==> config.mk <==
export PLATFORM = sky130hd
export DESIGN_NAME = cfs_sequencer
export DESIGN_NICKNAME = d
export VERILOG_FILES = /design/src/include/cfs_pkg.sv /design/src/design/cfs_sync.sv /design/src/design/cfs_sequencer.sv
export SDC_FILE = /design/constraint.sdc
export NUM_CORES = 1
export LEC_CHECK = 0
export ABC_CLOCK_PERIOD_IN_PS = 5120
export BUFFER_PORTS_ARGS = -buffer_cell sky130_fd_sc_hd__buf_2
export CAP_MARGIN = 20
export CELL_PAD_IN_SITES_DETAIL_PLACEMENT = 0
export CELL_PAD_IN_SITES_GLOBAL_PLACEMENT = 2
export CORE_MARGIN = 4
export CORE_UTILIZATION = 41
export DETAILED_ROUTE_END_ITERATION = 12
export PLACE_DENSITY_LB_ADDON = 0.25
export SYNTH_ARGS = -nofsm -noshare
export SYNTH_HDL_FRONTEND = slang
export SYNTH_SLANG_ARGS = --single-unit
==> constraint.sdc <==
create_clock -name clk_in -period 5.12 [get_ports clk_in]
set_input_delay 0.256 -clock clk_in [delete_from_list [all_inputs] [get_ports clk_in]]
set_output_delay 0.256 -clock clk_in [all_outputs]
set_load 0.03 [all_outputs]
==> src/include/cfs_pkg.sv <==
// constants and types for the converter fault sequencer
// Notes on behaviour
// ignore enable until input above rising lockout
// running input low: fault, stop switching
// short input-low dips filtered by qualify time
// after input-low fault wait, restart if enabled
// input high: fault, stop switching at once
// after input-high wait recovery, restart if enabled
// fast input-high flag halts switching immediately
// unqualified input-high: resume without restart; only the fast flag does, input-high lockout while switching goes to CFS_OFF
// persistent input-high qualifies regardless of switching
// output low while switching: fault, stop
// output-low fault: hold-off, init, turn-on delays
// overtemperature: fault, stop, hold off
// overtemp recovery waits cool, then delays
// output high while switching latches fault
// output-high latch cleared only by disable
// light load gates switching on and off
// enable low disables, high or float enables
// fault pin active on fault, disable, startup
// every restart reruns full soft start
// synchronise flags, count qualify times
// latch dominates; restart after all faults except output-low clear
package cfs_pkg;
  localparam real CFS_CLK_NS        = 4.0;
  localparam real CFS_IN_LOW_US     = 10.0;  // input_low_qualify_time
  localparam real CFS_IN_HIGH_US    = 10.0;  // input_high_qualify_time
  localparam real CFS_HOLDOFF_US    = 1000.0;
  localparam real CFS_INIT_US       = 100.0;
  localparam real CFS_TURN_ON_US    = 100.0;
  localparam real CFS_SOFT_START_US = 200.0;
  localparam int CFS_IN_LOW_CYC  = int'(CFS_IN_LOW_US * 1000.0 / CFS_CLK_NS);
  localparam int CFS_IN_HIGH_CYC = int'(CFS_IN_HIGH_US * 1000.0 / CFS_CLK_NS);
  localparam int CFS_HOLDOFF_CYC = int'(CFS_HOLDOFF_US * 1000.0 / CFS_CLK_NS);
  localparam int CFS_INIT_CYC    = int'(CFS_INIT_US * 1000.0 / CFS_CLK_NS);
  localparam int CFS_TURN_ON_CYC = int'(CFS_TURN_ON_US * 1000.0 / CFS_CLK_NS);
  localparam int CFS_SOFT_CYC    = int'(CFS_SOFT_START_US * 1000.0 / CFS_CLK_NS);
  localparam int CFS_CNT_W   = 24;
  localparam int CFS_FLAGS   = 7;
  // flag bit positions in the synchronised vector
  localparam int CFS_F_EN    = 0;
  localparam int CFS_F_INOK  = 1;  // input above rising lockout
  localparam int CFS_F_INLOW = 2;  // input below falling threshold
  localparam int CFS_F_INHI  = 3;
  localparam int CFS_F_OUTLO = 4;
  localparam int CFS_F_OUTHI = 5;
  localparam int CFS_F_HOT   = 6;
  localparam logic [CFS_FLAGS-1:0] CFS_SYNC_RST = 7'h00;

  typedef enum logic [2:0] {
    CFS_OFF     = 3'b000,
    CFS_INIT    = 3'b001,
    CFS_TURN_ON = 3'b010,
    CFS_SOFT    = 3'b011,
    CFS_RUN     = 3'b100,
    CFS_HOLDOFF = 3'b101,
    CFS_WAIT    = 3'b110,
    CFS_LATCHED = 3'b111
  } cfs_state_t;
endpackage

==> src/design/cfs_sync.sv <==
// two-flop synchroniser for a vector of pin and comparator flags
`timescale 1ns/100ps
module cfs_sync #(
  parameter int W = 7
) (
  input  wire logic         clk_in,
  input  wire logic         rst_b_in,
  input  wire logic [W-1:0] async_in,
  output logic      [W-1:0] sync_out
);
  typedef struct packed {
    logic [W-1:0] meta;
    logic [W-1:0] stable;
  } cfs_sync_t;
  cfs_sync_t st_reg;
  cfs_sync_t st_next;

  // first stage feeds only the second stage
  always_comb begin
    st_next.meta   = async_in;
    st_next.stable = st_reg.meta;
  end

  always_ff @(posedge clk_in) begin
    if (!rst_b_in) begin
      st_reg <= '0;
    end else begin
      st_reg <= st_next;
    end
  end

  assign sync_out = st_reg.stable;
endmodule // cfs_sync

==> src/design/cfs_sequencer.sv <==
// converter fault sequencer: fault qualify, restart timing, burst gating
`timescale 1ns/100ps
module cfs_sequencer
  import cfs_pkg::*;
#(
  parameter int IN_LOW_CYC  = CFS_IN_LOW_CYC,
  parameter int IN_HIGH_CYC = CFS_IN_HIGH_CYC,
  parameter int HOLDOFF_CYC = CFS_HOLDOFF_CYC,
  parameter int INIT_CYC    = CFS_INIT_CYC,
  parameter int TURN_ON_CYC = CFS_TURN_ON_CYC,
  parameter int SOFT_CYC    = CFS_SOFT_CYC
) (
  input  wire logic clk_in,
  input  wire logic rst_b_in,
  input  wire logic primary_enable_pin_in,
  input  wire logic input_low_lockout_ok_in,
  input  wire logic input_low_lockout_in,
  input  wire logic input_high_lockout_in,
  input  wire logic fast_input_high_in,
  input  wire logic output_low_protection_in,
  input  wire logic output_high_protection_in,
  input  wire logic over_temp_in,
  input  wire logic light_load_in,
  output logic      switch_enable_out,
  output logic      soft_start_out,
  output logic      fault_indicator_pin_out,
  output logic      fault_latched_out,
  output cfs_pkg::cfs_state_t state_out
);
  import cfs_pkg::*;

  typedef struct packed {
    cfs_state_t           state;
    logic [CFS_CNT_W-1:0] timer;
    logic [CFS_CNT_W-1:0] low_cnt;
    logic [CFS_CNT_W-1:0] high_cnt;
    logic                 burst_off;
    logic                 sw;
    logic                 ss;
    logic                 flt;
    logic                 latch;
  } cfs_seq_t;

  cfs_seq_t st_reg;
  cfs_seq_t st_next;
  logic [CFS_FLAGS-1:0] raw_flags;
  logic [CFS_FLAGS-1:0] flags;

  // pins and comparator flags cross into the clock domain first
  assign raw_flags = {over_temp_in, output_high_protection_in,
                      output_low_protection_in, input_high_lockout_in,
                      input_low_lockout_in, input_low_lockout_ok_in,
                      primary_enable_pin_in};

  cfs_sync #(
    .W (CFS_FLAGS)
  ) u_sync (
    .clk_in   (clk_in),
    .rst_b_in (rst_b_in),
    .async_in (raw_flags),
    .sync_out (flags)
  );

  logic [1:0] aux_sync;
  cfs_sync #(
    .W (2)
  ) u_sync_aux (
    .clk_in   (clk_in),
    .rst_b_in (rst_b_in),
    .async_in ({fast_input_high_in, light_load_in}),
    .sync_out (aux_sync)
  );

  logic en;
  logic in_ok;
  logic in_low;
  logic in_high;
  logic out_low;
  logic out_high;
  logic hot;
  logic fast_high;
  logic light;
  logic low_qual;
  logic high_qual;
  logic all_clear;

  always_comb begin
    en        = flags[CFS_F_EN];
    in_ok     = flags[CFS_F_INOK];
    in_low    = flags[CFS_F_INLOW];
    in_high   = flags[CFS_F_INHI];
    out_low   = flags[CFS_F_OUTLO];
    out_high  = flags[CFS_F_OUTHI];
    hot       = flags[CFS_F_HOT];
    fast_high = aux_sync[1];
    light     = aux_sync[0];
  end

  // qualify times as counters; short dips never reach the limit
  assign low_qual  = (st_reg.low_cnt >= CFS_CNT_W'(IN_LOW_CYC - 1))
                     && in_low;
  assign high_qual = (st_reg.high_cnt >= CFS_CNT_W'(IN_HIGH_CYC - 1))
                     && in_high;
  // restart needs input ok and no input-high, heat or output-high; output-low is not checked
  assign all_clear = in_ok && !in_high && !hot && !out_high;

  // next-state logic for the whole block
  always_comb begin
    st_next = st_reg;
    // qualification counters run in every state
    st_next.low_cnt  = in_low ? st_reg.low_cnt + 1'b1 : '0;
    st_next.high_cnt = in_high ? st_reg.high_cnt + 1'b1 : '0;
    if (low_qual) begin
      st_next.low_cnt = st_reg.low_cnt;
    end
    if (high_qual) begin
      st_next.high_cnt = st_reg.high_cnt;
    end
    // burst: while the load is too light, gate switching on alternate cycles
    st_next.burst_off = light && !st_reg.burst_off;
    if (st_reg.timer != '0) begin
      st_next.timer = st_reg.timer - 1'b1;
    end

    unique case (st_reg.state)
      CFS_OFF: begin
        // enable ignored until input clears the rising lockout
        if (en && all_clear) begin
          st_next.state = CFS_INIT;
          st_next.timer = CFS_CNT_W'(INIT_CYC);
        end
      end
      CFS_INIT: begin
        if (st_reg.timer == '0) begin
          st_next.state = CFS_TURN_ON;
          st_next.timer = CFS_CNT_W'(TURN_ON_CYC);
        end
      end
      CFS_TURN_ON: begin
        if (st_reg.timer == '0) begin
          st_next.state = CFS_SOFT;
          st_next.timer = CFS_CNT_W'(SOFT_CYC);
        end
      end
      CFS_SOFT: begin
        if (st_reg.timer == '0) begin
          st_next.state = CFS_RUN;
        end
      end
      CFS_RUN: begin
      end
      CFS_HOLDOFF: begin
        // timed hold-off after output-low or overtemperature
        if (st_reg.timer == '0) begin
          st_next.state = CFS_WAIT;
        end
      end
      CFS_WAIT: begin
        // wait for input, heat and output-high faults to clear, then full delays again
        if (all_clear && en) begin
          st_next.state = CFS_INIT;
          st_next.timer = CFS_CNT_W'(INIT_CYC);
        end else if (!en) begin
          st_next.state = CFS_OFF;
        end
      end
      CFS_LATCHED: begin
      end
    endcase

    // fault detection while switching; priority is latch, then others
    if (st_reg.state inside {CFS_SOFT, CFS_RUN}) begin
      if (out_high && st_reg.sw) begin
        st_next.state = CFS_LATCHED;
        st_next.latch = 1'b1;
      end else if (out_low && st_reg.sw) begin
        st_next.state = CFS_HOLDOFF;
        st_next.timer = CFS_CNT_W'(HOLDOFF_CYC);
      end else if (hot) begin
        st_next.state = CFS_HOLDOFF;
        st_next.timer = CFS_CNT_W'(HOLDOFF_CYC);
      end else if (low_qual || in_high) begin
        st_next.state = CFS_OFF;
      end
    end
    // start-up aborted by a qualified input fault or by heat; heat still
    // earns the full hold-off so a quick cool-down cannot skip it
    if (st_reg.state inside {CFS_INIT, CFS_TURN_ON}) begin
      if (hot) begin
        st_next.state = CFS_HOLDOFF;
        st_next.timer = CFS_CNT_W'(HOLDOFF_CYC);
      end else if (low_qual || high_qual) begin
        st_next.state = CFS_OFF;
      end
    end
    // latch clears only by disable; power removal is the reset
    if (st_reg.latch) begin
      st_next.state = CFS_LATCHED;
      if (!en) begin
        st_next.latch = 1'b0;
        st_next.state = CFS_OFF;
      end
    end else if (!en && st_reg.state != CFS_LATCHED &&
                 st_next.state != CFS_LATCHED) begin
      st_next.state = CFS_OFF;
    end

    // outputs registered from next state; the fast controller flag only
    // gates switching and never moves the state, so a brief event
    // resumes with no restart
    st_next.sw  = (st_next.state inside {CFS_SOFT, CFS_RUN}) &&
                  !fast_high && !st_next.burst_off;
    st_next.ss  = (st_next.state == CFS_SOFT);
    // fault pin: inactive only when enabled and running cleanly
    st_next.flt = !(st_next.state inside {CFS_SOFT, CFS_RUN}) ||
                  (st_next.state == CFS_SOFT &&
                   st_reg.state != CFS_SOFT);
  end

  always_ff @(posedge clk_in) begin
    if (!rst_b_in) begin
      st_reg       <= '0;
      st_reg.state <= CFS_OFF;
      st_reg.flt   <= 1'b1;
    end else begin
      st_reg <= st_next;
    end
  end

  assign switch_enable_out       = st_reg.sw;
  assign soft_start_out          = st_reg.ss;
  assign fault_indicator_pin_out = st_reg.flt;
  assign fault_latched_out       = st_reg.latch;
  assign state_out               = st_reg.state;
endmodule // cfs_sequencer

-- Yosys cells after proc, flatten, opt, wreduce, memory -nomap -nowiden
Cells that the tools add are included.
- $add $sub $neg: 3
- order comparisons: 2
- eq/ne operators: 11
- muxes and demuxes: 34
- reduce and logical (&&, ||, !) cells: 31
- operators with widths (operator ; count):
    27-bit two-way mux ; 9
    24-bit two-way mux ; 7
    24-bit one-hot mux with 4 select lines ; 1
    24-bit by 1-bit adder with 24-bit output, second input constant ; 2
    24-bit by 12-bit >= comparator with 1-bit output, second input constant ; 2
    3-bit two-way mux ; 12
    24-bit logical NOT ; 1
    24-bit nonzero test ; 1
    24-bit by 1-bit subtractor with 24-bit output, second input constant ; 1
    3-bit one-hot mux with 6 select lines ; 1
    1-bit logical AND ; 14
    3-bit equality test, second input constant ; 4
    3-bit by 2-bit equality test with 1-bit output, second input constant ; 3
    1-bit logical NOT ; 8
    3-bit inequality test, second input constant ; 2
    2-bit nonzero test ; 3
    1-bit two-way mux ; 4
    3-bit by 1-bit equality test with 1-bit output, second input constant ; 1
    3-bit logical NOT ; 1
    1-bit logical OR ; 3
    3-bit by 2-bit inequality test with 1-bit output, second input constant ; 1
- register bits: 98
- output and inout port bits: 7
- logic and storage cells: 94

-- Depth between registers and ports, before layout
- depth in word-level cells: 24
- gate-level depth with buffers: 11
- gate-level depth less buffers: 10

-- Hierarchy
A second synthesis with hierarchy kept.
- cell total of the unflattened synthesis: 513
- area total of the unflattened synthesis: 4573.1 sq um
- modules (own cells, without submodules) (module ; instances ; cells each ; area an instance (sq um) ; sequential area each (sq um)):
    cfs_sequencer ; 1 ; 476 ; 4076.4 ; 1601.5
    cfs_sync (u_sync) ; 1 ; 29 ; 391.6 ; 280.3
    cfs_sync (u_sync_aux) ; 1 ; 8 ; 105.1 ; 80.1

-- Worst setup path before layout
No wires, ideal clock.
- path type: reg2reg
- start: register st_reg[53] (netlist name)
- end: register st_reg (netlist bit switch_enable_out)
- arrival time: 2.921 ns
- data required time: 5.016 ns
- slack: 2.096 ns
- stages on the path, launching flop included: 11
- path buffers: 0
- cell sequence: dfxtp_1 > inv_1 > ha_1 > or4b_1 > or4_4 > nor4_4 > o21bai_2 > o31ai_4 > o211ai_1 > or3_1 > a2111oi_2
- word-level cells in the longest chain between the ends: 20
- elaborated cells between the ends (all ways): 25
- those cells by class: eq/ne: 3; mux: 17; reduce/logical: 5
- ends and longest elaborated chain (element ; RTL line ; text):
    start: declaration ; cfs_sequencer.sv:44 ; cfs_seq_t st_reg;
    start signal: assignment ; cfs_sequencer.sv:226 ; st_reg <= st_next;
    24-bit logical NOT * ; -- ;
    27-bit two-way mux (on tied branches) ; cfs_sequencer.sv:140, cfs_sequencer.sv:134 ;
    27-bit two-way mux ; cfs_sequencer.sv:125 ; unique case (st_reg.state)
    3-bit one-hot mux with 6 select lines * ; cfs_sequencer.sv:125 ;
    3-bit two-way mux ; cfs_sequencer.sv:182 ; end else if (low_qual || in_high) begin
    3-bit two-way mux ; cfs_sequencer.sv:179 ; end else if (hot) begin
    27-bit two-way mux ; cfs_sequencer.sv:176 ; end else if (out_low && st_reg.sw) begin
    3-bit two-way mux ; cfs_sequencer.sv:173 ; if (out_high && st_reg.sw) begin
    [... 4 more ...] ; -- ;
    3-bit inequality test ; cfs_sequencer.sv:204 ; st_next.state != CFS_LATCHED) begin
    1-bit logical AND ; cfs_sequencer.sv:203 ; end else if (!en && st_reg.state != CFS_LATCHED &&
    3-bit two-way mux * ; cfs_sequencer.sv:203 ;
    3-bit two-way mux * ; cfs_sequencer.sv:197 ; if (st_reg.latch) begin
    3-bit by 2-bit equality test with 1-bit output / 3-bit equality test (equally long branches) ; cfs_sequencer.sv:211 ; st_next.sw = (st_next.state inside {CFS_SOFT, CFS_RUN}) &&
    2-bit nonzero test * ; cfs_sequencer.sv:211 ;
    1-bit logical AND * ; cfs_sequencer.sv:211 ;
    1-bit logical AND * ; cfs_sequencer.sv:212 ; !fast_high && !st_next.burst_off;
Mark *: on every way between the ends. The rest lies on a longest branch, timed or not. The select of a mux whose other input is x is not followed.
A chain may end at the register's enable or synchronous reset.

-- Final worst setup path
Ends and elaborated chain as after synthesis.

==> flow_metrics.py <==
metrics = {
    "hold_path": {
        "hold_depth": 2,
        "hold-path-endpoint": "u_sync_aux.st_next[0]",
        "worstHoldStart": "light_load_in",
        "hold_path.class": "in2reg",
    },
    "placement": {
        "placed_cell_area_um2": 4460,
        "io_buffers": 17,
        "gp_congestion": 0.774,
        "dp_hpwl_um": 6750,
    },
    "grt": {
        "globalRouteTotalUtil_pct": 16.6,
        "grt_first_pass_wirelength_um": 15800,
        "grt_overflow": 0,
        "grt_pass1_vias": 3262,
        "grt_max_degree": 47,
        "antenna_found_initial": 0,
    },
    "cts": {
        "cts_buffers": 9,
        "holdBufCountCts": 0,
        "cts.sinks": 98,
        "cts-root-buf": "clkbuf_8",
        "clockBufferDepth": 2,
        "clkTransAtPathRegs_ns": 0.11,
        "postCtsResizedCells": 0,
        "clk_latency_ns": 0.37,
        "cts_max_level": 3,
        "tritoncts": "yes",
        "post_cts_buffers": 0,
    },
    "timing": {
        "setup_violations": 0,
        "slew_headroom_pct": 30.3,
        "worst_pin_slew_ns": 1.03,
        "finalClockSkew_ns": 0.00862,
        "finalHoldViolCount": 0,
        "fmax_mhz": 305,
        "rsz0062_at_grt": "no",
        "final.period_utilization_pct": 64.0,
        "slew_violations": 0,
        "fin_tns_setup_ns": 0,
        "period_needed_ns": 3.28,
    },
    "synth": {
        "ys_warn_count": 0,
        "syn_area_per_cell_um2": 8.72,
        "ys_ff_latch": 98,
        "synth_cell_types": 59,
        "syn_nets": 506,
        "ys_seq_area_share_pct": 45.8,
        "syn_inst": 491,
        "synth-edff-count": 0,
        "async_flop_share_pct": 0,
        "ys.flop_type": "dfxtp_1",
        "synth_area_um2": 4280,
    },
    "setup_path": {
        "reg2reg_depth": 10,
        "rrSetupSlack_ns": 1.84,
        "critical_path.startpoint_type": "register",
        "criticalPathCategory": "reg2reg",
        "endpoint_kind": "register",
        "cp.required_ns": 5.39,
        "arrival_ns": 3.55,
        "cp-startpoint": "st_reg[53]",
        "r2r_start": "st_reg[53]",
        "r2r_end": "switch_enable_out",
        "cp_max_fo": 5,
    },
    "drt": {
        "wire_per_inst_um": 14.5,
        "first_pass_iters": 5,
        "post_drt_via_cell_ratio": 5.30,
        "drt_iter0_markers": 244,
        "drc": 0,
        "ant_nets": 0,
        "vias": 3409,
        "totalWireLength_um": 9330,
    },
    "final_layout": {
        "multi_input_area_um2": 2190,
        "regArea_um2": 1960,
        "n_antenna_cell": 0,
        "final_cell_area_um2": 4660,
        "drive_gt1_share_pct": 8.68,
        "syn2layout_area_growth_pct": 8.83,
        "fin_nets": 517,
        "largest_reg_flops": 73,
        "nFillCells": 1026,
    },
    "power_and_ir_drop": {
        "combPwrFrac_pct": 24.6,
        "clkPwrFrac_pct": 27.3,
        "swShare_pct": 33.4,
        "p_int_w": 0.00119,
        "leakage_nw": 1.76,
        "p_per_area_nw_per_um2": 384,
        "ir_drop_v": 0.000249,
        "sequentialPowerShare_pct": 48.1,
        "switchingPower_w": 0.000598,
    },
    "flow_run": {
        "drv_cap": 0,
    },
    "die": {
        "dieArea_um2": 12100,
        "dieHeight_um": 110,
        "num_rows": 37,
        "die_w_um": 110,
        "boundaryPins": 18,
        "start_util_pct": 41.8,
        "core-area_um2": 10200,
    },
    "outcome": {
        "status": "finished, final reports clean",
    },
}
cells by family (layout without fill, tap and decap cells):
group                    after synthesis  in the layout  synth area share [%]
flip-flops                            98             98                  45.8
AND/OR/NAND/NOR                      238            238                  29.3
adder cells (fa/ha/maj)                4              4                  1.17
AO/OA/AOI/OAI                         84             84                  13.2
multiplexers                           2              2                 0.468
XOR/XNOR                              34             34                  6.96
buffers and inverters                 31             47                  3.04
worst max path at each step:
stage | endpoint
floorplan | switch_enable_out
global placement | switch_enable_out
detailed placement | switch_enable_out
CTS | switch_enable_out
global route | switch_enable_out
finish | switch_enable_out
layer usage:
| layer | wire length, um | global-route usage [%] | part of all wire (%) |
|---|---|---|---|
| met2 | 3920 | 24.2 | 42 |
| met5 | 0 | 0 | 0 |
| met4 | 219 | 7.92 | 2.3 |
| met3 | 363 | 3.32 | 3.9 |
| met1 | 4820 | 23.5 | 52 |
cells in the final DEF, fill, tap and decap left out, drive strengths merged, types with 6 or more instances in the layout:
cell,instances
dfxtp,98
and2,30
nor3,9
nor2,68
xnor2,16
o21ai,16
or4,6
nand3,20
and3,27
clkbuf,9
or3,8
a21oi,28
buf,18
nand2,34
nor4,13
inv,16
nand4,8
xor2,18
per-stage QoR:
stage                     hold slack, ns  util, %  power (W)  std cells  setup slack [ns]
after floorplan                    0.383        -    0.00121        491              2.10
after global placement             0.407     43.6    0.00131        627              1.97
after detailed placement           0.406     43.6    0.00132        627              1.89
after CTS                         0.0634     45.5    0.00182        643              1.85
after global routing              0.0772     45.5    0.00191        643              1.59
final                             0.0831     45.5    0.00179        643              1.84
power groups by stage:
stage / Clock [W] / Sequential [W] / Combinational [W]
after floorplan: 0 / 0.000866 / 0.000343
after global placement: 0 / 0.000877 / 0.000430
after detailed placement: 0 / 0.000879 / 0.000438
after CTS: 0.000512 / 0.000861 / 0.000442
after global routing: 0.000542 / 0.000870 / 0.000500
final: 0.000488 / 0.000861 / 0.000441
synth_stat cells, drive strengths merged (2+ instances only):
library cell | instances | area share, %
dfxtp | 98 | 46
nor2 | 68 | 6.0
nand2 | 34 | 3.0
and2 | 30 | 4.4
a21oi | 28 | 3.3
and3 | 27 | 3.9
nand3 | 20 | 2.3
xor2 | 18 | 3.7
o21ai | 16 | 1.9
xnor2 | 16 | 3.3
clkbuf | 13 | 1.1
nor4 | 13 | 2.3
inv | 12 | 1.1
nor3 | 9 | 1.1
nand4 | 8 | 1.2
or3 | 8 | 1.2
or4 | 6 | 1.2
a31oi | 5 | 0.73
buf | 5 | 0.76
o211ai | 5 | 0.88
and4 | 4 | 0.82
ha | 4 | 1.2
o21a | 3 | 0.53
a211oi | 2 | 0.35
a21bo | 2 | 0.47
a311oi | 2 | 0.41
a41oi | 2 | 0.41
mux2i | 2 | 0.47
nand3b | 2 | 0.35
nor2b | 2 | 0.29
o2111ai | 2 | 0.41
o21bai | 2 | 0.44
o221ai | 2 | 0.41
or2 | 2 | 0.29
or4b | 2 | 0.47
layout make-up:
| class | instances | area share (%) |
|---|---|---|
| Inverter | 13 | 1.05 |
| Clock buffer | 9 | 2.66 |
| Tap cell | 136 | 3.65 |
| Sequential cell | 98 | 42.1 |
| Multi-Input combinational cell | 362 | 47.0 |
| Clock inverter | 7 | 1.56 |
| Timing Repair Buffer | 18 | 1.99 |
worst max-delay path, cell delays in order, from the launching register on:
cell and delay (ns):
dfxtp_1 0.33, inv_1 0.07, ha_1 0.22, or4b_1 0.49, or4_4 0.59, o211ai_1 0.20, o311a_1 0.29, and3_1 0.18
o211ai_1 0.10, or3_1 0.38, a2111oi_2 0.34
No activity file was read; power rests on OpenSTA's default activity.
